## src/hw/eoc_pkg.sv

```systemverilog
/*
  Package for the external oscillator control block: mode codes, drive level width,
  stability counts and edge timeout constants.
  Assumes a single 125 MHz system clock domain.
*/
package eoc_pkg;
  localparam int DRIVE_W = 3;
  localparam int MODE_W = 3;
  // mode codes on the mode input
  localparam logic [2:0] MODE_OFF = 3'h0;
  localparam logic [2:0] MODE_CMOS = 3'h2;
  localparam logic [2:0] MODE_RC = 3'h4;
  localparam logic [2:0] MODE_CAP = 3'h5;
  localparam logic [2:0] MODE_XTAL = 3'h6;
  localparam logic [2:0] MODE_XTAL_DIV2 = 3'h7;
  localparam logic [2:0] DRIVE_RESET = 3'h0;
  localparam logic [2:0] MODE_RESET = 3'h0;
  // stability: consecutive oscillator edges before valid
  localparam int STABLE_EDGES = 64;
  localparam int STABLE_W = 7;
  // an oscillator edge must come within this many system cycles
  localparam int EDGE_TIMEOUT = 255;
  localparam int TIMEOUT_W = 8;
endpackage

```

## src/hw/eoc_sync3.sv

```systemverilog
/*
  Three-stage synchroniser with agreement filter for one pin level.
  Assumes the input is asynchronous to clk; output changes when stages two and three agree.
*/
`timescale 1ns/10ps
module eoc_sync3 (
  input wire logic clk,
  input wire logic reset,
  input wire logic din,
  output logic dout
);
  logic s1_q;
  logic s2_q;
  logic s3_q;

  always_ff @(posedge clk) begin
    if (reset) begin
      s1_q <= 1'b0;
      s2_q <= 1'b0;
      s3_q <= 1'b0;
    end else begin
      s1_q <= din;
      s2_q <= s1_q;
      s3_q <= s2_q;
    end
  end

  always_ff @(posedge clk) begin
    if (reset) begin
      dout <= 1'b0;
    end else if (s2_q == s3_q) begin
      dout <= s3_q;
    end
  end
endmodule

```

## src/hw/eoc_top.sv

```systemverilog
/*
  External oscillator control: mode and drive level, pin configuration, valid detector,
  divide-by-two stage and a glitch-free system clock source switch.
  Assumes the oscillator signal arrives on osc_pin_b_in and is oversampled by clk.
*/
//
// Behaviour
// - Divide-by-two crystal mode halves the oscillator, giving exact 50% duty.
// - Three-bit drive level gives eight bias levels, 000 lowest to 111 highest.
// - Valid flag rises once the external oscillator has stabilised after enable.
// - RC and C modes leave pin A untouched; only pin B is used.
// - CMOS clock mode always reports the valid flag as zero.
// - Oscillator output serves as system clock source and peripheral clock.
// - Source change applies once a rising edge of each source has been seen.
`timescale 1ns/10ps
module eoc_top (
  input wire logic clk,
  input wire logic reset,
  input wire logic [2:0] ext_osc_mode,
  input wire logic [2:0] ext_osc_drive_level,
  input wire logic osc_pin_b_in,
  input wire logic sel_ext_source,
  input wire logic internal_osc,
  output logic ext_osc_valid_flag,
  output logic [2:0] drive_level_out,
  output logic osc_pin_a_analog,
  output logic osc_pin_b_analog,
  output logic osc_pin_b_digital_in,
  output logic osc_amp_enable,
  output logic ext_clock_out,
  output logic periph_clock_out,
  output logic system_clock,
  output logic ext_source_active
);
  logic osc_s;
  logic osc_prev_q;
  logic osc_rise;
  logic div2_q;
  logic ext_clk_d;
  logic [2:0] mode_q;
  logic [6:0] stable_cnt_q;
  logic [7:0] gap_cnt_q;
  logic mode_change;
  logic sel_q;
  logic int_prev_q;
  logic int_rise;
  logic wait_ext_q;
  logic wait_int_q;

  function automatic logic mode_is_xtal(input logic [2:0] m);
    mode_is_xtal = (m == eoc_pkg::MODE_XTAL) || (m == eoc_pkg::MODE_XTAL_DIV2);
  endfunction

  function automatic logic mode_is_rcc(input logic [2:0] m);
    mode_is_rcc = (m == eoc_pkg::MODE_RC) || (m == eoc_pkg::MODE_CAP);
  endfunction

  eoc_sync3 u_sync_osc (
    .clk(clk),
    .reset(reset),
    .din(osc_pin_b_in),
    .dout(osc_s)
  );

  assign osc_rise = osc_s && !osc_prev_q;
  assign int_rise = internal_osc && !int_prev_q;
  assign mode_change = (ext_osc_mode != mode_q);

  always_ff @(posedge clk) begin
    if (reset) begin
      osc_prev_q <= 1'b0;
      int_prev_q <= 1'b0;
      mode_q <= eoc_pkg::MODE_RESET;
    end else begin
      osc_prev_q <= osc_s;
      int_prev_q <= internal_osc;
      mode_q <= ext_osc_mode;
    end
  end

  // pin configuration per mode
  always_ff @(posedge clk) begin
    if (reset) begin
      osc_pin_a_analog <= 1'b0;
      osc_pin_b_analog <= 1'b0;
      osc_pin_b_digital_in <= 1'b0;
      osc_amp_enable <= 1'b0;
      drive_level_out <= eoc_pkg::DRIVE_RESET;
    end else begin
      osc_pin_a_analog <= mode_is_xtal(ext_osc_mode);
      osc_pin_b_analog <= mode_is_xtal(ext_osc_mode) || mode_is_rcc(ext_osc_mode);
      osc_pin_b_digital_in <= (ext_osc_mode == eoc_pkg::MODE_CMOS);
      osc_amp_enable <= mode_is_xtal(ext_osc_mode) || mode_is_rcc(ext_osc_mode);
      drive_level_out <= ext_osc_drive_level;
    end
  end

  // valid detector: count edges, each within the timeout
  always_ff @(posedge clk) begin
    if (reset || mode_change || ext_osc_mode == eoc_pkg::MODE_OFF) begin
      stable_cnt_q <= 7'h00;
      gap_cnt_q <= 8'h00;
    end else if (osc_rise) begin
      gap_cnt_q <= 8'h00;
      if (stable_cnt_q != 7'(eoc_pkg::STABLE_EDGES)) begin
        stable_cnt_q <= stable_cnt_q + 7'h01;
      end
    end else if (gap_cnt_q == 8'(eoc_pkg::EDGE_TIMEOUT)) begin
      stable_cnt_q <= 7'h00;
    end else begin
      gap_cnt_q <= gap_cnt_q + 8'h01;
    end
  end

  always_ff @(posedge clk) begin
    if (reset || mode_change) begin
      ext_osc_valid_flag <= 1'b0;
    end else if (ext_osc_mode == eoc_pkg::MODE_CMOS) begin
      ext_osc_valid_flag <= 1'b0;
    end else begin
      ext_osc_valid_flag <= (ext_osc_mode != eoc_pkg::MODE_OFF)
        && (stable_cnt_q == 7'(eoc_pkg::STABLE_EDGES));
    end
  end

  // divide-by-two toggles only on rising edges: equal high and low halves
  always_ff @(posedge clk) begin
    if (reset || ext_osc_mode != eoc_pkg::MODE_XTAL_DIV2) begin
      div2_q <= 1'b0;
    end else if (osc_rise) begin
      div2_q <= !div2_q;
    end
  end

  always_comb begin
    ext_clk_d = 1'b0;
    if (ext_osc_mode == eoc_pkg::MODE_XTAL_DIV2) begin
      ext_clk_d = div2_q;
    end else if (ext_osc_mode != eoc_pkg::MODE_OFF) begin
      ext_clk_d = osc_s;
    end
  end

  always_ff @(posedge clk) begin
    if (reset) begin
      ext_clock_out <= 1'b0;
      periph_clock_out <= 1'b0;
    end else begin
      ext_clock_out <= ext_clk_d;
      periph_clock_out <= ext_clk_d;
    end
  end

  // source switch: wait for a rising edge of each source before changing over
  always_ff @(posedge clk) begin
    if (reset) begin
      sel_q <= 1'b0;
      wait_ext_q <= 1'b0;
      wait_int_q <= 1'b0;
    end else if (sel_ext_source != sel_q) begin
      if (wait_ext_q && wait_int_q) begin
        sel_q <= sel_ext_source;
        wait_ext_q <= 1'b0;
        wait_int_q <= 1'b0;
      end else begin
        wait_ext_q <= wait_ext_q || (ext_clk_d && !ext_clock_out);
        wait_int_q <= wait_int_q || int_rise;
      end
    end else begin
      wait_ext_q <= 1'b0;
      wait_int_q <= 1'b0;
    end
  end

  always_ff @(posedge clk) begin
    if (reset) begin
      system_clock <= 1'b0;
      ext_source_active <= 1'b0;
    end else begin
      system_clock <= sel_q ? ext_clk_d : internal_osc;
      ext_source_active <= sel_q;
    end
  end

  AST_CMOS_NO_VALID: assert property (@(posedge clk) disable iff (reset)
    ext_osc_mode == eoc_pkg::MODE_CMOS |=> !ext_osc_valid_flag)
    else $error("valid set in cmos mode");

  AST_CHANGE_CLEARS: assert property (@(posedge clk) disable iff (reset)
    mode_change |=> !ext_osc_valid_flag)
    else $error("valid not cleared on mode change");

  AST_PIN_A_RC: assert property (@(posedge clk) disable iff (reset)
    mode_is_rcc(ext_osc_mode) |=> !osc_pin_a_analog)
    else $error("pin a touched in rc mode");

  AST_XTAL_PINS: assert property (@(posedge clk) disable iff (reset)
    mode_is_xtal(ext_osc_mode) |=> osc_pin_a_analog && osc_pin_b_analog)
    else $error("crystal pins not analog");

  AST_VALID_NEEDS_COUNT: assert property (@(posedge clk) disable iff (reset)
    $rose(ext_osc_valid_flag) |-> $past(stable_cnt_q) == 7'(eoc_pkg::STABLE_EDGES))
    else $error("valid without stable count");

  AST_DIV2_HALF: assert property (@(posedge clk) disable iff (reset)
    ext_osc_mode == eoc_pkg::MODE_XTAL_DIV2 && $past(ext_osc_mode) == eoc_pkg::MODE_XTAL_DIV2
    && osc_rise |=> div2_q != $past(div2_q))
    else $error("divider missed an edge");

  AST_DRIVE_FOLLOW: assert property (@(posedge clk) disable iff (reset)
    ##1 drive_level_out == $past(ext_osc_drive_level))
    else $error("drive level not applied");

  AST_SWITCH_WAIT: assert property (@(posedge clk) disable iff (reset)
    $changed(sel_q) |-> $past(wait_ext_q) && $past(wait_int_q))
    else $error("source switched before both periods");
endmodule

```

## config.mk

```make
export PLATFORM = sky130hd
export DESIGN_NAME = eoc_top
export DESIGN_NICKNAME = d
export VERILOG_FILES = /design/src/hw/eoc_pkg.sv /design/src/hw/eoc_sync3.sv /design/src/hw/eoc_top.sv
export SDC_FILE = /design/constraint.sdc
export NUM_CORES = 1
export LEC_CHECK = 0
export ABC_AREA = 1
export BUFFER_PORTS_ARGS = -buffer_cell sky130_fd_sc_hd__buf_2
export CORE_MARGIN = 3
export CORE_UTILIZATION = 40
export DETAILED_ROUTE_END_ITERATION = 10
export GPL_TIMING_DRIVEN = 0
export HOLD_SLACK_MARGIN = 0.12
export PLACE_DENSITY_LB_ADDON = 0.15
export RECOVER_POWER = 100
export SYNTH_ARGS = -nofsm -noshare
export SYNTH_HDL_FRONTEND = slang
export SYNTH_HIERARCHICAL = 1
export SYNTH_SLANG_ARGS = --single-unit
```

## constraint.sdc

```tcl
create_clock -name clk -period 1.1 [get_ports clk]
set_input_delay 0 -clock clk [delete_from_list [all_inputs] [get_ports clk]]
set_output_delay 0 -clock clk [all_outputs]
set_load 0.02 [all_outputs]
```

After elaboration in Yosys (flattened, before gate mapping)
Index checks and enable logic that the tools add are counted.
{"block": "word_totals", "regBits": 38, "output_inout_bits": 12, "elab_cells": 68}
{"block": "classes", "n_bitwise": 1, "add_sub_neg": 2, "n_reduce_logical": 25, "n_mux": 6, "eq_ne": 13}
{"cell": "two-way mux 7 bit", "count": 3}
{"cell": "== test 3 bit (second input constant)", "count": 4}
{"cell": "adder 8 x 1 -> 8 bit (second input constant)", "count": 1}
{"cell": "== test 8 bit (second input constant)", "count": 1}
{"cell": "logical OR 1 bit", "count": 8}
{"cell": "adder 7 x 1 -> 7 bit (second input constant)", "count": 1}
{"cell": "== test 7 bit (second input constant)", "count": 1}
{"cell": "inequality test 7 bit (second input constant)", "count": 1}
{"cell": "logical AND 1 bit", "count": 5}
{"cell": "logical NOT 1 bit", "count": 4}
{"cell": "AND reduction 2 bit", "count": 2}
{"cell": "OR reduction 2 bit", "count": 2}
{"cell": "== test 3 x 2 -> 1 bit (second input constant)", "count": 1}
{"cell": "logical NOT 3 bit", "count": 1}
{"cell": "two-way mux 1 bit", "count": 3}
{"cell": "inequality test 3 bit", "count": 1}
{"cell": "inequality test 3 bit (second input constant)", "count": 1}
{"cell": "nonzero test 3 bit", "count": 1}
{"cell": "OR reduction 3 bit", "count": 1}
{"cell": "inequality test 2 x 1 -> 1 bit (second input constant)", "count": 1}
{"cell": "nonzero test 2 bit", "count": 1}
{"cell": "== test 1 bit", "count": 1}
{"cell": "inequality test 1 bit", "count": 1}
{"cell": "inverter 1 bit", "count": 1}

Longest topological paths before layout
{"block": "depth", "ltp_word": 5, "mapped_depth": 10}

By module
Netlist, hierarchy kept.
{"module": "eoc_top", "cells_each": 209, "area_per_inst_um2": 1567.8, "n_inst": 1}
{"module": "eoc_sync3", "cells_each": 13, "area_per_inst_um2": 121.4, "n_inst": 1}

Least setup slack after synthesis
Ideal clock, no wire load.
{"block": "synth_timing", "kind": "register -> register", "from": "reg gap_cnt_q[0]", "to": "reg stable_cnt_q[6]", "path_stages_with_launch": 9, "synth_period_minus_slack_ns": 1.244, "setup_ns": 0.109, "slack_ns": -0.144, "arrival_time_ns": 1.135, "n_path_buf": 0, "cell_sequence": "dfxtp_1 > ha_1 > nand2_2 > nor2_4 > nand3_2 > nand2_2 > nand2_1 > nand2_1 > inv_1"}
{"block": "synth_between", "elab_chain_len": 3}
{"element": "start, declared", "line_no": "eoc_top.sv:42", "rtl": "logic [7:0] gap_cnt_q;"}
{"element": "start signal, assigned", "line_no": "eoc_top.sv:111", "rtl": "gap_cnt_q <= gap_cnt_q + 8'h01;"}
{"element": "== test 8 bit", "line_no": "eoc_top.sv:108", "rtl": "end else if (gap_cnt_q == 8'(eoc_pkg::EDGE_TIMEOUT)) begin"}
{"element": "nonzero test 2 bit (no source line)"}
{"element": "AND reduction 2 bit (no source line)"}
{"element": "end signal, assigned", "line_no": "eoc_top.sv:106", "rtl": "stable_cnt_q <= stable_cnt_q + 7'h01;"}
{"element": "end, declared", "line_no": "eoc_top.sv:41", "rtl": "logic [6:0] stable_cnt_q;"}
Every way passes these cells.
A chain may end at the register's enable or synchronous reset.

Worst setup path in the final report
Ends and elaborated chain as after synthesis.

==> impl_results.md <==
* Status: complete, but fails checks
* Failing checks: negative setup slack
* Synth area leaders: dfxtp_1, inv_1, nor2_1
* Post-Syn Nets at around 240
* CP most frequent cell: nand2_4
* Vias after detailed routing at 1490
* Layout cells sized above 1 at 0.298
* Final Hold Viols at 0
* Layout Skew at 2.80 ps
* Starting DRT DRC Count at 54
* Max Cap Viol at 0
* Min Tclk post-route at 1230 ps
* CP Class: reg2reg
* Register bit count reported by yosys at 38
* Final instance area at 2350 sq um
* Nets at 295
* Drc violations at 0
* Placed inst area at 1900 sq um
* Initial antenna violation count at 0
* CTS Root Cell: clkbuf_8
* Yosys top cell area share at 0.450
* CP endpoint kind: register
* Core area at 3850 sq um
* First-pass GRT wire length at 5950 um
* Hold Crit Class: in2reg
* Flop2flop setup slack at -130 ps
* Setup violators final at 17
* Die area at 5040 sq um
* Drt total wl at 3370 um
* Grt total ovfl at 0
* Endpoint required time on the critical path at 1290 ps
* # port buffers at 22
* Cell Chain, Critical Path: ha_4, nand2_4, nor2_4, nand3_4, nand2_4, nand2_2, nand2_1, inv_1
* Post-Place Setup Slack at -240 ps
* Largest net degree at the start of global routing at 12
* Area grow syn2layout at 39.3%
* I/O Pins at 23
* Placer congestion estimate at 0.760
* Syn_area_per_cell at 7.61 sq um
* Worst-Margin Slew at about 460 ps
* Router iterations before antenna repair at 4
* Number of clock sinks at 38
* Buf+Inv Stages, Crit Path at 1
* Max stage delay cell, worst path: dfxtp_4
* CP Data Arrival Time at 1420 ps
* Max Clock Freq at about 800 MHz
* Cell Area, Synth at 1690 sq um
* WHS at 204 ps
* Pwr dens at 1110 nW/um^2
* Sequential cell area fraction in the yosys report at 0.450
* Rel. slew slack at 0.691
* Largest area contributor in the netlist: dfxtp_1
* Slack of the critical path at -128 ps
* HPWL Detailed at roughly 2200 um
* Via-to-Cell Ratio at 4.52
* Num rows at 22
* Final Slew Violations at 0
* Clock Pin Slew Worst Setup and Hold Paths at 70 ps
* Mapped Cells at 222
* Number of buffers created by CTS at 5
* Depth of the CTS H-tree at 2
* Critical path fanouts, max at 7
* GRT Overall Usage at 0.147
* Max Root-Sink Buffers at 2
* Pleak at between 1 and 1.5 nW
* Post-route ant nets at 0
* RSZ-0062 raised after global routing: true
* Die Wd at 71.0 um
* Post-DR wirelength/cell at 10.2 um
* Startpoint Class: register
* Clock Latency Late Sink at approximately 290 ps
* Period utilization at 1.12
* Vias in the first global route at approximately 1400
* Crit path largest cell delay at between 300 and 400 ps
* Post-synthesis cell type count at 27
* Yosys warning total at 6
* Peak supply drop at ~0.90 mV
* Crit-path leading delay family: simple AND/OR/NAND/NOR gates
* N_diodes at 0
* CTS tree: done
* Initial Util at 0.438
* Die height at 71.0 um
## state kept, by name (all words and copies together), names as in the netlist, 3 cells and up
| register | flops |
|---|---|
| gap_cnt_q | 8 |
| stable_cnt_q | 7 |
| drive_level_out | 3 |
| mode_q | 3 |
## Yosys cell counts (all sizes together)
library cell / n
a21oi: 11
buf: 2
clkbuf: 1
dfxtp: 38
ha: 3
inv: 38
nand2: 40
nand3: 23
nand4: 1
nor2: 45
nor3: 8
nor4: 1
o21ai: 3
o21bai: 2
o22ai: 1
xnor2: 1
xor2: 4
## layer usage
| metal | global-route usage | wire length (um) |
|---|---|---|
| met1 | 0.181 | 1540 |
| met2 | 0.247 | 1670 |
| met3 | 0.0384 | 121 |
| met4 | 0.0501 | 42 |
| met5 | 0 | 0 |
## layout make-up
cell class,instances,area [sq um]
Timing Repair Buffer,52,362
Sequential cell,38,769
Inverter,38,156
Clock buffer,7,86.3
Fill cell,370,1500
Clock inverter,1,5.00
Multi-Input combinational cell,143,896
Tap cell,48,60.1
Buffer,3,18.8
## final timing paths
kind / cells past startpoint / to / from
setup reg to reg: 8 / stable_cnt_q[6] / gap_cnt_q[0]
hold / removal: 5 / ext_osc_valid_flag / ext_osc_mode[0]
setup / recovery: 8 / stable_cnt_q[6] / gap_cnt_q[0]
hold reg to reg: 2 / u_sync_osc/s2_q / u_sync_osc/s1_q
## timing repair
action                                 CTS  global route
cloned                                   0             0
pin swaps                               12             9
hold buffers                            15             1
resized for setup                       15            21
setup endpoints to repair               16            20
setup buffers                           12             4
endpoints found under the hold margin   21             1
## power breakdown
part	switching, W	leakage, nW	internal, W
Sequential	0.0000109	0.312	0.00140
Combinational	0.000111	0.659	0.0000906
Clock	0.000483	0.0482	0.000506
Total	0.000604	1.02	0.00200
## through the flow
step / utilization / power (W) / instances / TNS, ps
after floorplan: - / 0.00154 / 222 / -207
after global placement: 0.492 / 0.00160 / 292 / -1710
after detailed placement: 0.492 / 0.00160 / 292 / -1940
after CTS: 0.593 / 0.00263 / 327 / -851
after global routing: 0.611 / 0.00271 / 330 / -2820
final: 0.611 / 0.00260 / 330 / -987
## worst reg2reg max path: cells and delay by family, from the launching register on
kind | cells | cell delay, ps
and+or+nand+nor | 6 | 600
DFF | 1 | 360
adders and majority gates | 1 | 140
buffers and inverters | 1 | 30
## cells in the final DEF (no fill, tap or decap), drive strengths merged, types with 2 or more instances in the layout
master	netlist	layout
o21ai	3	3
nor3	8	8
dlygate4sd3	0	15
dfxtp	38	38
ha	3	3
xor2	4	4
buf	2	24
clkbuf	1	23
nor2	45	45
clkinv	0	2
o21bai	2	2
inv	38	36
nand3	23	23
a21oi	11	11
nand2	40	40
## kinds of logic (layout without fill, tap and decap cells)
kind of cell    count (synthesis)  count (layout)  share of synthesized area
compound gates                 17              17                     0.0563
xor+xnor                        5               5                     0.0259
fa+ha+maj                       3               3                     0.0222
buf+inv                        41             101                     0.0970
flops                          38              38                      0.450
simple gates                  118             118                      0.348
No activity file was read; power rests on OpenSTA's default activity.
